## config.mk

```make
export PLATFORM = sky130hd
export DESIGN_NAME = arf_core
export DESIGN_NICKNAME = d
export VERILOG_FILES = /design/src/hw/arf_pkg.sv /design/src/hw/arf_core.sv
export SDC_FILE = /design/constraint.sdc
export NUM_CORES = 1
export LEC_CHECK = 0
export ABC_CLOCK_PERIOD_IN_PS = 2940
export BUFFER_PORTS_ARGS = -buffer_cell sky130_fd_sc_hd__buf_4
export CAP_MARGIN = 25
export CORE_MARGIN = 3
export CORE_UTILIZATION = 40
export CTS_CLUSTER_SIZE = 12
export DETAILED_ROUTE_END_ITERATION = 10
export PLACE_DENSITY = 0.58
export SLEW_MARGIN = 20
export SYNTH_ARGS = -nofsm -noshare
export SYNTH_HDL_FRONTEND = slang
export SYNTH_SLANG_ARGS = --single-unit
```

## constraint.sdc

```tcl
create_clock -name clk_in -period 2.94 [get_ports clk_in]
set_input_delay 0.588 -clock clk_in [delete_from_list [all_inputs] [get_ports clk_in]]
set_output_delay 0.588 -clock clk_in [all_outputs]
set_load 0.03 [all_outputs]
```

## src/hw/arf_pkg.sv

```systemverilog
// Package: register map, field layout and reset values of the result formatter
package arf_pkg;
    // Register offsets (byte addresses of the CPU register port)
    localparam logic [7:0] ADDR_STATUS_CTRL = 8'h57;
    localparam logic [7:0] ADDR_RESULT_HIGH = 8'h59;
    localparam logic [7:0] ADDR_RESULT_LOW = 8'h5A;
    localparam logic [7:0] ADDR_SCAN_ONE = 8'h5B;
    localparam logic [7:0] ADDR_SCAN_TWO = 8'h5C;
    localparam logic [7:0] ADDR_SCAN_THREE = 8'h5D;
    localparam logic [7:0] ADDR_SCAN_CONTROL = 8'h5E;
    localparam logic [7:0] ADDR_MODE_CONTROL = 8'h60;
    localparam logic [7:0] ADDR_IRQ_STATUS = 8'h61;
    localparam logic [7:0] ADDR_IRQ_CLEAR = 8'h62;
    localparam logic [7:0] ADDR_IRQ_ENABLE = 8'h63;
    // Status and control register fields
    localparam int SC_DONE_BIT = 7;
    localparam int SC_IRQEN_BIT = 6;
    localparam int SC_CONT_BIT = 5;
    // Scan control fields
    localparam int SCAN_EN_BIT = 2;
    localparam int SCAN_CNT_LO = 0;
    // Mode control field position
    localparam int MODE_LO = 0;
    // Justification modes
    localparam logic [1:0] MODE_TRUNC = 2'h0;
    localparam logic [1:0] MODE_RIGHT = 2'h1;
    localparam logic [1:0] MODE_LEFT = 2'h2;
    localparam logic [1:0] MODE_LSIGN = 2'h3;
    // Reset values
    localparam logic [1:0] MODE_RESET = MODE_RIGHT;
    localparam logic [1:0] SCAN_CNT_RESET = 2'h0;
    localparam logic [7:0] BYTE_RESET = 8'h00;
    // Sticky event bits
    localparam int EV_CONV = 0;
    localparam int EV_LOST = 1;
    localparam int EV_CYCLE = 2;
    localparam int EV_NUM = 3;
    // Scan sequencer states, one-hot
    typedef enum logic [1:0] {
        SCAN_IDLE = 2'b01,
        SCAN_RUN = 2'b10
    } arf_scan_state_t;
endpackage

```

## src/hw/arf_core.sv

```systemverilog
// Result formatting, read-order interlock and auto-scan control for a 10-bit converter
//
// Local design decision: strobed register access.
`timescale 1ns/1ps
`default_nettype none
module arf_core
    import arf_pkg::*;
(
    // Clock and reset
    input wire logic clk_in,
    input wire logic rstn_in,
    // CPU register port
    input wire logic [7:0] addr_in,
    input wire logic [7:0] wdata_in,
    input wire logic wr_in,
    input wire logic rd_in,
    output logic [7:0] rdata_out,
    // Converter core
    input wire logic conv_done_in,
    input wire logic [9:0] conv_data_in,
    output logic [1:0] conv_input_out,
    output logic conv_start_out,
    // Control levels
    output logic continuous_convert_out,
    output logic scan_active_out,
    // Interrupts
    output logic conv_irq_out,
    output logic irq_out
);

    ////////////////////////////////////////////////////////////////////////////
    // Declarations
    logic [7:0] result_high_byte_ff; // High byte of result pair
    logic [7:0] result_low_byte_ff; // Low byte of result pair
    logic [7:0] scan_res_ff [1:3]; // Scan results for inputs one to three
    logic [1:0] mode_ff; // Justification select
    logic [1:0] scan_cnt_ff; // Last scanned input
    logic scan_enable_ff; // Auto-scan enable
    logic continuous_convert_ff; // Continuous conversion bit
    logic conv_irq_enable_ff; // Interrupt enable bit
    logic conv_done_flag_ff; // Done flag (interrupts off)
    logic conv_irq_ff; // Conversion interrupt (interrupts on)
    logic lock_ff; // Pair frozen after high-byte read
    logic [1:0] scan_idx_ff; // Input being converted in scan
    arf_scan_state_t scan_state_ff; // Scan sequencer state
    logic [EV_NUM-1:0] ev_stat_ff; // Sticky event status
    logic [EV_NUM-1:0] ev_en_ff; // Event enables
    logic [7:0] rdata_ff; // Registered read data
    logic [7:0] nxt_high; // Formatted high byte
    logic [7:0] nxt_low; // Formatted low byte
    logic [EV_NUM-1:0] ev_pulse; // Events this cycle
    logic rd_high; // High-byte read
    logic rd_low; // Low-byte read
    logic sc_wr; // Status and control write
    logic scan_last; // Current scan input is the last one
    logic to_pair; // Conversion targets result pair

    assign rd_high = rd_in && (addr_in == ADDR_RESULT_HIGH);
    assign rd_low = rd_in && (addr_in == ADDR_RESULT_LOW);
    assign sc_wr = wr_in && (addr_in == ADDR_STATUS_CTRL);
    assign scan_last = (scan_idx_ff == scan_cnt_ff);
    // Scan inputs one to three go to their own registers
    assign to_pair = !(scan_state_ff == SCAN_RUN && scan_idx_ff != 2'h0);

    ////////////////////////////////////////////////////////////////////////////
    // Justification formatting
    always_comb
    begin
        nxt_high = BYTE_RESET;
        nxt_low = BYTE_RESET;
        case (mode_ff)
            MODE_TRUNC:
            begin
                nxt_low = conv_data_in[9:2];
            end
            MODE_RIGHT:
            begin
                nxt_high = {6'h00, conv_data_in[9:8]};
                nxt_low = conv_data_in[7:0];
            end
            MODE_LEFT:
            begin
                nxt_high = conv_data_in[9:2];
                nxt_low = {conv_data_in[1:0], 6'h00};
            end
            MODE_LSIGN:
            begin
                nxt_high = {~conv_data_in[9], conv_data_in[8:2]};
                nxt_low = {conv_data_in[1:0], 6'h00};
            end
            default:
            begin
                nxt_high = BYTE_RESET;
                nxt_low = BYTE_RESET;
            end
        endcase
    end

    ////////////////////////////////////////////////////////////////////////////
    // Result pair with read-order interlock
    always_ff @(posedge clk_in or negedge rstn_in)
    begin
        if (!rstn_in)
        begin
            result_high_byte_ff <= BYTE_RESET;
            result_low_byte_ff <= BYTE_RESET;
        end
        else if (conv_done_in && to_pair)
        begin
            if (mode_ff == MODE_TRUNC)
            begin
                // Truncated: low byte overwritten, high reads zero
                result_high_byte_ff <= BYTE_RESET;
                result_low_byte_ff <= nxt_low;
            end
            else if (!lock_ff && !rd_high)
            begin
                result_high_byte_ff <= nxt_high;
                result_low_byte_ff <= nxt_low;
            end
        end
    end

    // Lock set by high read, released by low read; truncated mode never locks
    always_ff @(posedge clk_in or negedge rstn_in)
    begin
        if (!rstn_in)
        begin
            lock_ff <= 1'b0;
        end
        else if (mode_ff == MODE_TRUNC)
        begin
            lock_ff <= 1'b0;
        end
        else if (rd_high)
        begin
            lock_ff <= 1'b1;
        end
        else if (rd_low)
        begin
            lock_ff <= 1'b0;
        end
    end

    ////////////////////////////////////////////////////////////////////////////
    // Auto-scan result registers, one per extra input
    genvar gi;
    generate
        for (gi = 1; gi <= 3; gi++)
        begin : g_scan
            always_ff @(posedge clk_in or negedge rstn_in)
            begin
                if (!rstn_in)
                begin
                    scan_res_ff[gi] <= BYTE_RESET;
                end
                else if (conv_done_in && scan_state_ff == SCAN_RUN
                         && scan_idx_ff == 2'(gi))
                begin
                    scan_res_ff[gi] <= conv_data_in[9:2];
                end
            end
        end
    endgenerate

    ////////////////////////////////////////////////////////////////////////////
    // Control registers
    always_ff @(posedge clk_in or negedge rstn_in)
    begin
        if (!rstn_in)
        begin
            mode_ff <= MODE_RESET;
            scan_cnt_ff <= SCAN_CNT_RESET;
            scan_enable_ff <= 1'b0;
            continuous_convert_ff <= 1'b0;
            conv_irq_enable_ff <= 1'b0;
            ev_en_ff <= '0;
        end
        else if (wr_in)
        begin
            case (addr_in)
                ADDR_SCAN_CONTROL:
                begin
                    scan_enable_ff <= wdata_in[SCAN_EN_BIT];
                    scan_cnt_ff <= wdata_in[SCAN_CNT_LO +: 2];
                end
                ADDR_MODE_CONTROL:
                begin
                    mode_ff <= wdata_in[MODE_LO +: 2];
                end
                ADDR_STATUS_CTRL:
                begin
                    conv_irq_enable_ff <= wdata_in[SC_IRQEN_BIT];
                    continuous_convert_ff <= wdata_in[SC_CONT_BIT];
                end
                ADDR_IRQ_ENABLE:
                begin
                    ev_en_ff <= wdata_in[EV_NUM-1:0];
                end
                default:
                begin
                    scan_enable_ff <= scan_enable_ff;
                end
            endcase
        end
    end

    ////////////////////////////////////////////////////////////////////////////
    // Auto-scan sequencer: input zero first, then ascending up to the count
    always_ff @(posedge clk_in or negedge rstn_in)
    begin
        if (!rstn_in)
        begin
            scan_state_ff <= SCAN_IDLE;
            scan_idx_ff <= 2'h0;
        end
        else
        begin
            case (scan_state_ff)
                SCAN_IDLE:
                begin
                    scan_idx_ff <= 2'h0;
                    if (scan_enable_ff)
                    begin
                        scan_state_ff <= SCAN_RUN;
                    end
                end
                SCAN_RUN:
                begin
                    if (!scan_enable_ff)
                    begin
                        // Leave with input zero so the select never shows a stale input
                        scan_state_ff <= SCAN_IDLE;
                        scan_idx_ff <= 2'h0;
                    end
                    else if (conv_done_in)
                    begin
                        // Wrap to input zero after the last selected one
                        scan_idx_ff <= scan_last ? 2'h0 : scan_idx_ff + 2'h1;
                    end
                end
                default:
                begin
                    scan_state_ff <= SCAN_IDLE;
                end
            endcase
        end
    end

    ////////////////////////////////////////////////////////////////////////////
    // Done flag and conversion interrupt; a new completion wins over a clear
    always_ff @(posedge clk_in or negedge rstn_in)
    begin
        if (!rstn_in)
        begin
            conv_done_flag_ff <= 1'b0;
            conv_irq_ff <= 1'b0;
        end
        else
        begin
            if (conv_done_in && !conv_irq_enable_ff)
            begin
                conv_done_flag_ff <= 1'b1;
            end
            else if (rd_low || rd_high || conv_irq_enable_ff)
            begin
                conv_done_flag_ff <= 1'b0;
            end
            if (conv_done_in && conv_irq_enable_ff)
            begin
                conv_irq_ff <= 1'b1;
            end
            else if (rd_low || rd_high || sc_wr || !conv_irq_enable_ff)
            begin
                conv_irq_ff <= 1'b0;
            end
        end
    end

    ////////////////////////////////////////////////////////////////////////////
    // Sticky event status, write-one-to-clear, set wins
    assign ev_pulse[EV_CONV] = conv_done_in;
    assign ev_pulse[EV_LOST] = conv_done_in && to_pair && mode_ff != MODE_TRUNC
                               && (lock_ff || rd_high);
    assign ev_pulse[EV_CYCLE] = conv_done_in && scan_state_ff == SCAN_RUN && scan_last;

    always_ff @(posedge clk_in or negedge rstn_in)
    begin
        if (!rstn_in)
        begin
            ev_stat_ff <= '0;
        end
        else
        begin
            if (wr_in && addr_in == ADDR_IRQ_CLEAR)
            begin
                ev_stat_ff <= (ev_stat_ff & ~wdata_in[EV_NUM-1:0]) | ev_pulse;
            end
            else
            begin
                ev_stat_ff <= ev_stat_ff | ev_pulse;
            end
        end
    end

    ////////////////////////////////////////////////////////////////////////////
    // Read data, one cycle after the strobe; unmapped reads return zero
    always_ff @(posedge clk_in or negedge rstn_in)
    begin
        if (!rstn_in)
        begin
            rdata_ff <= BYTE_RESET;
        end
        else if (rd_in)
        begin
            case (addr_in)
                ADDR_STATUS_CTRL: rdata_ff <= {conv_done_flag_ff, conv_irq_enable_ff,
                                               continuous_convert_ff, 5'h00};
                ADDR_RESULT_HIGH: rdata_ff <= result_high_byte_ff;
                ADDR_RESULT_LOW: rdata_ff <= result_low_byte_ff;
                ADDR_SCAN_ONE: rdata_ff <= scan_res_ff[1];
                ADDR_SCAN_TWO: rdata_ff <= scan_res_ff[2];
                ADDR_SCAN_THREE: rdata_ff <= scan_res_ff[3];
                ADDR_SCAN_CONTROL: rdata_ff <= {5'h00, scan_enable_ff, scan_cnt_ff};
                ADDR_MODE_CONTROL: rdata_ff <= {6'h00, mode_ff};
                ADDR_IRQ_STATUS: rdata_ff <= {5'h00, ev_stat_ff};
                ADDR_IRQ_ENABLE: rdata_ff <= {5'h00, ev_en_ff};
                default: rdata_ff <= BYTE_RESET;
            endcase
        end
        else
        begin
            rdata_ff <= BYTE_RESET;
        end
    end

    ////////////////////////////////////////////////////////////////////////////
    // Outputs
    assign rdata_out = rdata_ff;
    assign conv_input_out = scan_idx_ff;
    assign conv_start_out = (scan_state_ff == SCAN_RUN);
    assign continuous_convert_out = continuous_convert_ff;
    assign scan_active_out = (scan_state_ff == SCAN_RUN);
    assign conv_irq_out = conv_irq_ff;
    assign irq_out = |(ev_stat_ff & ev_en_ff);

endmodule // arf_core
`default_nettype wire

```

[Word-level counts from Yosys, hierarchy flattened]
Index checks and enable logic that the tools add are counted.
Operators by class
  add/subtract/negate cells: 1
  mux-type cells: 23
  eq/ne operators: 23
  bitwise gates (word level): 6
  reduce and logical (&&, ||, !) cells: 42
Operators by type and width (count)
  $eq A8 B7 Y1 const B: 11
  $pmux W8 S10: 1
  $pmux W8 S3: 2
  $mux W8: 5
  $logic_and A1 B1 Y1: 16
  $reduce_and A2 Y1: 7
  $reduce_bool A2 Y1: 6
  $eq A2 B2 Y1 const B: 5
  $mux W2: 5
  $pmux W2 S2: 2
  $mux W1: 7
  $and A3 B3 Y3: 2
  $eq A2 B1 Y1 const B: 3
  $or A3 B3 Y3: 2
  $logic_or A1 B1 Y1: 5
  $logic_not A1 Y1: 4
  $ne A2 B2 Y1 const B: 2
  $mux W3: 1
  $ne A3 B3 Y1 const B: 1
  $not A3 Y3: 1
  $reduce_bool A3 Y1: 1
  $reduce_or A3 Y1: 1
  $add A2 B1 Y2 const B: 1
  $eq A2 B2 Y1: 1
  3 further kinds: 3
Storage, ports and cells
  bits in registers: 68

[Longest topological paths before layout]
Gate-level depths: netlist (run 1).
  word-level depth: 8
  mapped depth: 8

[Worst setup path before layout (run 1)]
OpenSTA, ideal clock, no wires.
  path kind: reg-to-reg
  from: register scan_state_ff[0]
  to: register result_high_byte_ff[0]
  arrival time: 2012 ps
  data required time: 2815 ps
  cell stages (with the launch flop): 9
  slack: 803 ps
  path through: dfstp_2 -> inv_1 -> ha_1 -> buf_2 -> inv_1 -> o21ai_0 -> a21oi_4 -> buf_12 -> mux2_4
On the way
  word-level cells in the longest chain between the ends: 5
RTL lines
  start, declared: line arf_core.sv:45  | arf_scan_state_t scan_state_ff;
  start signal, assigned: line arf_core.sv:214  | scan_state_ff <= SCAN_IDLE;
  start signal, assigned: line arf_core.sv:225  | scan_state_ff <= SCAN_RUN;
  start signal, assigned: line arf_core.sv:233  | scan_state_ff <= SCAN_IDLE;
  $eq A2 B2 Y1
  net conv_start_out: line arf_core.sv:22  | output logic conv_start_out,
  $logic_and A1 B1 Y1: line arf_core.sv:63  | assign to_pair = !(scan_state_ff == SCAN_RUN && scan_idx_ff != 2'h0);
  $logic_not A1 Y1: line arf_core.sv:63
  $logic_and A1 B1 Y1: line arf_core.sv:108  | else if (conv_done_in && to_pair)
  $reduce_and A2 Y1 (no line)
  end signal, assigned: line arf_core.sv:118  | result_high_byte_ff <= nxt_high;
  end, declared: line arf_core.sv:33  | logic [7:0] result_high_byte_ff;
The timed path passes the listed nets, and every way through them passes these cells.
A chain may end at the register's enable or synchronous reset.

[Worst setup path in the final report (run 1)]
  from: register scan_state_ff[0]
  to: register result_low_byte_ff[0]
On the way
  word-level cells in the longest chain between the ends: 5
RTL lines
  $eq A2 B2 Y1: line arf_core.sv:63
  $logic_and A1 B1 Y1: line arf_core.sv:63
  $logic_not A1 Y1: line arf_core.sv:63
  $logic_and A1 B1 Y1: line arf_core.sv:108
  $reduce_and A2 Y1 (no line)
  end signal, assigned: line arf_core.sv:114  | result_low_byte_ff <= nxt_low;
  end signal, assigned: line arf_core.sv:119  | result_low_byte_ff <= nxt_low;
  end, declared: line arf_core.sv:34  | logic [7:0] result_low_byte_ff;
No other way between the ends.

==> results of run 1 <==
[registers in the layout (all words and copies together), names as in the netlist, 2 cells and up]
| name | count |
|---|---|
| conv_input_out | 2 |
| ev_en_ff | 3 |
| scan_res_ff | 24 |
| scan_state_ff | 2 |
| result_low_byte_ff | 8 |
| scan_cnt_ff | 2 |
| mode_ff | 2 |
| ev_stat_ff | 3 |
| result_high_byte_ff | 8 |
| rdata_out | 8 |
[routing by layer]
metal	vias to the layer above	global-route usage (%)	wire length, µm
li1	1214	-	-
met1	1229	22.15	3735
met2	65	27.47	3887
met3	6	4.429	409
met4	0	4.870	63
met5	-	0	0
[logic make-up (layout without fill, tap and decap cells)]
group                    Yosys count  in the layout  share of synthesized area (%)
AO/OA/AOI/OAI                     52             52                          10.88
buffers and inverters             33             80                          4.548
adder cells (fa/ha/maj)            6              6                          2.099
XOR/XNOR                           3              3                         0.7349
AND/OR/NAND/NOR                   71             71                          10.81
multiplexers                      75             75                          23.27
flip-flops                        68             68                          47.66
[final cells by class]
cell class / instances / area (µm²) / share of cell area (%)
Tap cell: 105 / 131.4 / 3.178
Inverter: 16 / 60.06 / 1.453
Clock inverter: 5 / 27.53 / 0.6659
Multi-Input combinational cell: 207 / 1709 / 41.34
Clock buffer: 11 / 141.4 / 3.420
Timing Repair Buffer: 48 / 360.3 / 8.717
Sequential cell: 68 / 1704 / 41.22
[metrics by stage]
| stage | setup WS, ps | utilization [%] |
|---|---|---|
| finish | 627.4 | 48.84 |
| global route | 511.1 | 48.84 |
| CTS | 615.2 | 48.84 |
| detailed placement | 516.1 | 46.84 |
| global placement | 590.7 | 46.84 |
| floorplan | 802.6 | - |
[power groups by stage]
| stage | Clock (mW) | Combinational, mW | Sequential (mW) |
|---|---|---|---|
| after floorplan | 0 | 0.185 | 1.02 |
| after global placement | 0 | 0.278 | 1.03 |
| after detailed placement | 0 | 0.282 | 1.03 |
| after CTS | 0.698 | 0.283 | 1.01 |
| after global routing | 0.738 | 0.311 | 1.02 |
| final | 0.676 | 0.278 | 1.01 |
[cell usage in the layout (no fill, tap or decap), types with 2 or more instances in the layout]
| cell | count |
|---|---|
| ha_1 | 6 |
| a22o_1 | 2 |
| nor2_1 | 13 |
| xnor2_1 | 2 |
| inv_1 | 16 |
| a2bb2oi_1 | 4 |
| a22oi_1 | 7 |
| a21oi_1 | 7 |
| clkinv_2 | 4 |
| o21ai_0 | 12 |
| mux2_1 | 2 |
| o211ai_1 | 2 |
| nand3_1 | 12 |
| nor2b_1 | 4 |
| nand4_1 | 8 |
| buf_4 | 48 |
| clkbuf_8 | 10 |
| mux2_4 | 4 |
| mux2_2 | 47 |
| mux2i_1 | 22 |
| a21o_1 | 2 |
| dfstp_2 | 2 |
| dfrtp_1 | 66 |
| nand2_1 | 21 |
| o2bb2ai_1 | 8 |
[critical path, delay by kind of cell (launching register included)]
kind | cells | cell delay (ps)
mux | 1 | 400
compound gates | 2 | 780
flops | 1 | 550
fa+ha+maj | 1 | 310
buf+inv | 2 | 150
[worst paths after layout]
kind                       slack [ps]  cells after the start                                 to
max                               630                      6  result_low_byte_ff[0]$_DFFE_PN0P_
min                               360                      1        scan_res_ff[11]$_DFFE_PN0P_
max reg2reg                       630                      6  result_low_byte_ff[0]$_DFFE_PN0P_
min reg2reg                       500                      1      conv_done_flag_ff$_DFFE_PN0P_
max in group asynchronous        2020                      1                lock_ff$_DFFE_PN0P_
min in group clk_in               450                      2     conv_irq_enable_ff$_DFFE_PN0P_
==> impl_metrics.tcl, run 1 <==
set metrics [dict create \
    outcome "complete, no violations" \
    drc 0 \
    critical_path.slowest_cell "dfstp_2" \
    crit_path_capture_type "flop" \
    critical_path_arrival_ps 2540 \
    post-route-cell-area_mm2 0.004134 \
    synthDominantAreaCellType "dfrtp_1" \
    p_clk_share_pct 34.3 \
    tritoncts "yes" \
    post_cts_resize_count 0 \
    wire_per_inst_um 17.60 \
    boundaryPins 46 \
    place.detailed.hpwl_um 5618 \
    cts_setup_buffers 0 \
    internal_power_mw 1.430 \
    clock_sink_count 68 \
    final_net_count 387 \
    grt_pass1_wl_um 12950 \
    netlist_area_mm2 0.003576 \
    global_route.usage.total_pct 16.87 \
    tightest_slew_ps 898.5 \
    max_stage_delay_ps 550 \
    die_height_um 100.6 \
    clock_tree.root_cell "clkbuf_8" \
    netlist.area_leader.share_pct 46.19 \
    synth_edf_count 0 \
    nFillCells 786 \
    setup.worst_path.class "reg2reg" \
    grt_antenna_before_repair 0 \
    power.net_switching_mw 0.5374 \
    first_pass_iters 5 \
    placedInstanceArea_mm2 0.003965 \
    max-clock-path-buffers 2 \
    r2r-start "scan_state_ff[0]$_DFFE_PN1P_" \
    yosys_warnings 0 \
    finalClockSkew_ps 6.753 \
    layout-drive-gt1-share_pct 35.21 \
    gp_routability_congestion 0.7448 \
    fin_crit_ps 2313 \
    ys_top_cells_by_count "dfrtp_1, mux2_2, mux2i_1" \
    min_delay_path_class "in2async" \
    clk-insertion-delay-late_ps 350 \
    postSynthAreaPerCell_um2 11.61 \
    grt_start_max_net_pins 69 \
    die-area_mm2 0.01011 \
    setup-tns-final_ps 0 \
    crit_path_cell_trace "inv_1 > ha_1 > inv_1 > o21ai_0 > a21oi_4 > mux2_2" \
    cts_hold_buffers 0 \
    synth_async_sr_flop_share_pct 100.0 \
    cts.clk_slew.worst_paths_ps 70 \
    hold_slack_ps 355.1 \
    drt_iter0_markers 100 \
    initial_utilization_pct 42.25 \
    htree_levels 3 \
    num_rows 33 \
    startpoint_type "flop" \
    final-instance-count-excl-fill 460 \
    setup_viol 0 \
    routed_wl_um 8095 \
    number_of_synthesized_register_bits 68 \
    clock_buffer_count_from_cts 9 \
    synth.top_cells.by_area "dfrtp_1, mux2_2, mux2i_1" \
    drt-vias-per-instance 5.465 \
    share_comb_of_total_power_pct 14.2 \
    post-layout-total-power_mw 1.967 \
    number_of_diodes 0 \
    synth_seq_area_share_pct 47.66 \
    timing.final.crit_share_pct 78.66 \
    synth_flop_cell "dfrtp_1" \
    timing.critical_path.mode_cell "inv_1" \
    flow.area_growth_from_synthesis_pct 15.61 \
    dp_cells 444 \
    rsz0062_at_grt "false" \
    slew-limit-headroom_pct 39.84 \
    switching_share_pct 27.31 \
    dr_total_vias 2514 \
    dieWidth_um 100.6 \
    worst_ep_required_time_ps 3170 \
    postRouteAntennaNets 0 \
    timing.final.max_slew_violations 0 \
    final_hold_violation_count 0 \
    globalRouteOverflowTotal 0 \
    synth_cells 308 \
    leakage_dissipation_nw 1.924 \
    core_area_mm2 0.008464 \
    maxCapViolations 0 \
    power.share.sequential_pct 51.5 \
    syn-num-nets 345 \
    placement.io_buffers 42 \
    first_global_vias 2503 \
    cellPowerDensity_mw_per_mm2 475.9 \
    startpoint "scan_state_ff[0]$_DFFE_PN1P_" \
    fmaxAchievable_mhz 432.4 \
    most_frequent_cell_after_synthesis "dfrtp_1" \
    worst_supply_voltage_drop_on_vdd_mv 0.1850 \
    post_synth_num_cell_types 50 \
    crit_path_max_fanout 14 \
]
Power figures use the tool's default switching activity.
==> run 2, diff against run 1 <==
--- a/config.mk
+++ b/config.mk
@@ -5,14 +5,15 @@
 export SDC_FILE = /design/constraint.sdc
 export NUM_CORES = 1
 export LEC_CHECK = 0
-export ABC_CLOCK_PERIOD_IN_PS = 2940
+export ABC_AREA = 1
+export ABC_CLOCK_PERIOD_IN_PS = 2100
 export BUFFER_PORTS_ARGS = -buffer_cell sky130_fd_sc_hd__buf_4
 export CAP_MARGIN = 25
 export CORE_MARGIN = 3
 export CORE_UTILIZATION = 40
 export CTS_CLUSTER_SIZE = 12
 export DETAILED_ROUTE_END_ITERATION = 10
-export PLACE_DENSITY = 0.58
+export PLACE_DENSITY = 0.6
 export SLEW_MARGIN = 20
 export SYNTH_ARGS = -nofsm -noshare
 export SYNTH_HDL_FRONTEND = slang
==> constraint.sdc (replaced) <==
create_clock -name clk_in -period 2.1 [get_ports clk_in]
set_input_delay 0.42 -clock clk_in [delete_from_list [all_inputs] [get_ports clk_in]]
set_output_delay 0.42 -clock clk_in [all_outputs]
set_load 0.03 [all_outputs]
==> impl_metrics.tcl, run 2 <==
set metrics [dict create \
    synthDominantAreaCellType "dfrtp_1" \
    routed_wl_um 9022 \
    maxCapViolations 0 \
    post_cts_resize_count 0 \
    most-common-layout-cells "nand2_1, dfrtp_1, nand3_1, buf_4, inv_1" \
    grt_start_max_net_pins 59 \
    fin_crit_ps 1819 \
    hold_slack_ps 273.0 \
    max_stage_delay_ps 540 \
    timing.hold.worst.start "rd_in" \
    num_rows 33 \
    mostFrequentLayoutCell "nand2_1" \
    die-area_mm2 0.01003 \
    post_synth_num_cell_types 26 \
    synth.top_cells.by_area "dfrtp_1, nand2_1, nand3_1" \
    globalRouteOverflowTotal 0 \
    synthXorXnorAreaFrac_pct 0.7407 \
    drt_iter0_markers 154 \
    min_delay_path_class "in2reg" \
    grt_pass1_wl_um 14710 \
    place.detailed.hpwl_um 6679 \
    setup-tns-final_ps 0 \
    synth_seq_area_share_pct 48.04 \
    final_net_count 555 \
    crit_path_max_fanout 5 \
    crit_path_capture_type "primary output" \
    clock_tree.root_cell "clkbuf_8" \
    clock_sink_count 68 \
    tightest_slew_ps 476.4 \
    synth_edf_count 0 \
    gp_routability_congestion 0.9073 \
    postSynthAreaPerCell_um2 7.547 \
    critPathTopFamily "flip-flops" \
    wire_per_inst_um 14.37 \
    fmaxAchievable_mhz 549.6 \
    synth_async_sr_flop_share_pct 100.0 \
    critical_path_arrival_ps 1400 \
    dr_total_vias 3203 \
    postRouteAntennaNets 0 \
    most_frequent_cell_after_synthesis "nand2_1" \
    critical_path.slowest_cell "dfstp_2" \
    synth_simple_gate_area_share_pct 31.78 \
    tritoncts "yes" \
    synth_flop_cell "dfrtp_1" \
    slew-limit-headroom_pct 68.16 \
    die_height_um 100.2 \
    core_area_mm2 0.008423 \
    boundaryPins 46 \
    nFillCells 885 \
    crit_path_cell_trace "inv_1 > ha_1 > buf_4" \
    synthMuxAreaShare_pct 0.2822 \
    flow.area_growth_from_synthesis_pct 18.98 \
    synth_cells 470 \
    max_reg_flops 24 \
    cellPowerDensity_mw_per_mm2 720.0 \
    number_of_synthesized_register_bits 68 \
    worst_r2r_endpoint "result_high_byte_ff[6]$_DFFE_PN0P_" \
    global_route.usage.total_pct 18.66 \
    ys_top_cells_by_count "nand2_1, dfrtp_1, nand3_1" \
    clock_buffer_count_from_cts 9 \
    drc 0 \
    finalClockSkew_ps 10.25 \
    placement.io_buffers 42 \
    cts.clk_slew.worst_paths_ps 80 \
    dieWidth_um 100.2 \
    initial_utilization_pct 42.11 \
    yosys_warnings 0 \
    r2r_slack_ps 400 \
    worst_supply_voltage_drop_on_vdd_mv 0.4811 \
    synth_compound_area_share_pct 9.630 \
    leakage_dissipation_nw 2.215 \
    max-clock-path-buffers 2 \
    clk-insertion-delay-late_ps 350 \
    startpoint_type "flop" \
    netlist.area_leader.share_pct 46.56 \
    post-layout-total-power_mw 3.039 \
    timing.final.max_slew_violations 0 \
    min_delay_path_depth 2 \
    first_pass_iters 5 \
    layout-drive-gt1-share_pct 16.25 \
    first_global_vias 3063 \
    hold_end "lock_ff$_DFFE_PN0P_" \
    setup_viol 0 \
    timing.final.crit_share_pct 86.64 \
    startpoint "scan_state_ff[0]$_DFFE_PN1P_" \
    drt-vias-per-instance 5.100 \
    rsz0062_at_grt "false" \
    synth-adder-area-share_pct 2.116 \
    layout_setup_ws_ps 280.6 \
    top_register "scan_res_ff" \
    r2r.worst_path.cells 6 \
    main_combinational_cell_family_by_area_after_synthesis "simple AND/OR/NAND/NOR gates" \
    number_of_diodes 0 \
    critical_path_buf_inv_count 2 \
    pre_cts_slack_ps 341.7 \
    grt_antenna_before_repair 0 \
    setup.worst_path.class "reg2out" \
    netlist_area_mm2 0.003547 \
    syn-num-nets 507 \
    fin_util_pct 50.10 \
    worst_ep_required_time_ps 1680 \
    htree_levels 3 \
    final_hold_violation_count 0 \
    r2r-start "scan_state_ff[0]$_DFFE_PN1P_" \
    outcome "complete, no violations" \
]
[run 2: cell types whose count changed after synthesis, sizes merged, moves of 5 or more]
cell	delta
mux2	-53
o21ai	+31
a22oi	-7
o2bb2ai	-8
nand2	+134
mux2i	-21
nor2	+30
o22ai	+7
nor2b	-5
inv	+35
nand3	+51
[run 2: timing repair]
item                                   4_1_cts  5_1_grt
setup buffers                                0        0
hold buffers                                 1        0
endpoints found under the hold margin        9        0
setup endpoints to repair                    0        0
[run 2: routing by layer]
layer	track usage (%)	up-vias	wire length (µm)
li1	-	1609	-
met1	26.80	1483	4287
met2	28.03	97	4036
met3	3.197	14	531
met4	7.461	0	167
met5	0	-	0
[run 2: how the worst max path moves through the flow]
| stage | end | slack (ps) | cells after the start |
|---|---|---|---|
| 2_1_floorplan | result_low_byte_ff[4]$_DFFE_PN0P_ | 280 | 6 |
| 3_3_place_gp | rdata_out[1]$_DFF_PN0_ | 370 | 10 |
| 3_5_place_dp | rdata_out[0]$_DFF_PN0_ | 340 | 10 |
| 4_1_cts | scan_active_out | 270 | 3 |
| 5_1_grt | scan_res_ff[0]$_DFFE_PN0P_ | 210 | 7 |
| 6_report | scan_active_out | 280 | 3 |
[run 2: per-stage QoR]
stage,cells,cell area (µm²)
4_1_cts,628,4220
3_5_place_dp,611,3988
6_report,628,4220
2_1_floorplan,470,3547
5_1_grt,628,4220
3_3_place_gp,611,3988
[run 2: area by class of cell]
class	instances	area [µm²]	share of cell area, %
flip-flops and latches	68	1704	40.38
multi-input cells	338	1580	37.44
repair buffers	50	390.4	9.250
inverters	51	191.4	4.536
well taps	105	131.4	3.113
clock buffers	9	123.9	2.935
clock inverters	7	98.84	2.342
[run 2: worst register-to-register path: cells and delay by family (launching register included)]
kind | cells | cell delay (ps)
DFF | 1 | 540
AOI/OAI and AO/OA | 1 | 330
buffers and inverters | 2 | 310
adders and majority gates | 1 | 270
and+or+nand+nor | 2 | 190
[run 2: cells by family (layout without fill, tap and decap cells)]
logic type | Yosys count | after routing
simple gates | 266 | 266
flops | 68 | 68
buf+inv | 64 | 117
compound gates | 62 | 62
fa+ha+maj | 6 | 6
xor+xnor | 3 | 3
mux | 1 | 1
[run 2: power by group]
part           switching (mW)  internal [mW]
logic                   0.265          0.144
registers              0.0411           1.37
clock network           0.540          0.674
total                   0.846           2.19
==> run 3, diff against run 2 <==
--- a/config.mk
+++ b/config.mk
@@ -13,7 +13,7 @@
 export CORE_UTILIZATION = 40
 export CTS_CLUSTER_SIZE = 12
 export DETAILED_ROUTE_END_ITERATION = 10
-export PLACE_DENSITY = 0.6
+export PLACE_DENSITY = 0.71
 export SLEW_MARGIN = 20
 export SYNTH_ARGS = -nofsm -noshare
 export SYNTH_HDL_FRONTEND = slang
==> impl_metrics.tcl, run 3 (synthesis gave the netlist of run 2 again) <==
set metrics [dict create \
    setup.worst_path.class "reg2out" \
    clock_tree.root_cell "clkbuf_8" \
    cts.clk_slew.worst_paths_ps 80 \
    setup_viol 0 \
    nFillCells 812 \
    outcome "complete, no violations" \
    num_rows 33 \
    clock_buffer_count_from_cts 9 \
    boundaryPins 46 \
    grt_pass1_wl_um 14840 \
    cellPowerDensity_mw_per_mm2 752.2 \
    die_height_um 100.2 \
    tritoncts "yes" \
    min_delay_path_class "in2reg" \
    cts_setup_buffers 0 \
    routed_wl_um 8890 \
    rsz0062_at_grt "false" \
    initial_utilization_pct 42.11 \
    worst_supply_voltage_drop_on_vdd_mv 0.3164 \
    dr_total_vias 3229 \
    tightest_slew_ps 453.8 \
    layout_setup_ws_ps 289.5 \
    fin_crit_ps 1811 \
    final_hold_violation_count 0 \
    ff_latch_area_mm2 0.001704 \
    multi_input_comb_area_mm2 0.001580 \
    leakage_dissipation_nw 2.231 \
    postRouteAntennaNets 0 \
    cts_hold_buffers 1 \
    fmaxAchievable_mhz 552.3 \
    core_area_mm2 0.008423 \
    r2r.worst_path.cells 6 \
    max-clock-path-buffers 2 \
    pre_cts_slack_ps 343.4 \
    first_pass_iters 5 \
    max_reg_flops 24 \
    die-area_mm2 0.01003 \
    htree_levels 3 \
    worst_ep_required_time_ps 1680 \
    placedInstanceArea_mm2 0.003988 \
    globalRouteOverflowTotal 0 \
    placement.io_buffers 42 \
    clk-insertion-delay-late_ps 350 \
    dieWidth_um 100.2 \
    post_cts_resize_count 0 \
    flow.area_growth_from_synthesis_pct 19.96 \
    final_net_count 555 \
    timing.final.crit_share_pct 86.21 \
    first_global_vias 3103 \
    drt_iter0_markers 258 \
    number_of_diodes 0 \
    r2r_slack_ps 420 \
    critical_path_arrival_ps 1390 \
    grt_start_max_net_pins 48 \
    worst_r2r_endpoint "result_high_byte_ff[7]$_DFFE_PN0P_" \
    min_delay_path_depth 2 \
    grt_antenna_before_repair 0 \
    setup-tns-final_ps 0 \
    gp_routability_congestion 0.8655 \
    timing.hold.worst.start "rd_in" \
    global_route.usage.total_pct 18.66 \
    timing.final.max_slew_violations 0 \
    mostFrequentLayoutCell "nand2_1" \
    crit_path_max_fanout 5 \
    maxCapViolations 0 \
    drc 0 \
    clock_sink_count 68 \
    drt-vias-per-instance 5.142 \
    hold_end "lock_ff$_DFFE_PN0P_" \
    post-route-cell-area_mm2 0.004255 \
    place.detailed.hpwl_um 6545 \
    r2r-start "scan_state_ff[0]$_DFFE_PN1P_" \
    crit_path_capture_type "primary output" \
    finalClockSkew_ps 9.577 \
    startpoint_type "flop" \
    wire_per_inst_um 14.16 \
    fin_util_pct 50.52 \
    slew-limit-headroom_pct 69.67 \
    top_register "scan_res_ff" \
    most-common-layout-cells "nand2_1, dfrtp_1, nand3_1, buf_4, inv_1" \
    layout-drive-gt1-share_pct 16.25 \
]
[run 3: worst max-delay path, stage by stage, from the launching register on]
cell     delay, ps
dfstp_2        540
inv_1           50
ha_1           260
buf_4          190
[run 3: layout make-up]
| cell class | instances | share of cell area [%] |
|---|---|---|
| sequential | 68 | 40.05 |
| clock buffer | 11 | 3.558 |
| timing repair buffer | 50 | 9.174 |
| clock inverter | 5 | 2.499 |
| inverter | 51 | 4.499 |
| multi-input combinational | 338 | 37.14 |
| tap | 105 | 3.087 |
[run 3: through the flow]
stage	std cells	hold slack [ps]	total power, mW
CTS	628	267.0	3.218
floorplan	470	124.4	1.678
global route	628	280.4	3.334
finish	628	273.8	3.201
global placement	611	332.2	1.823
detailed placement	611	339.9	1.846
[run 3: worst max path at each step]
stage,from,end,slack [ps],depth (start not counted)
4_1_cts,scan_state_ff[0]$_DFFE_PN1P_,scan_active_out,270,3
6_report,scan_state_ff[0]$_DFFE_PN1P_,scan_active_out,290,3
5_1_grt,scan_state_ff[0]$_DFFE_PN1P_,scan_active_out,240,3
3_5_place_dp,addr_in[7],rdata_out[1]$_DFF_PN0_,340,10
2_1_floorplan,scan_state_ff[0]$_DFFE_PN1P_,result_low_byte_ff[4]$_DFFE_PN0P_,280,6
3_3_place_gp,addr_in[7],rdata_out[1]$_DFF_PN0_,390,10
[run 3: power by group]
| group | internal [mW] | switching [mW] |
|---|---|---|
| Sequential | 1.37 | 0.0427 |
| Combinational | 0.144 | 0.259 |
| Clock | 0.858 | 0.523 |
| Total | 2.38 | 0.825 |
[run 3: layer usage]
layer	share of wire (%)	GRT usage [%]
met1	46	26.06
met2	46	28.85
met3	5.1	2.432
met4	2.2	8.705
met5	0	0
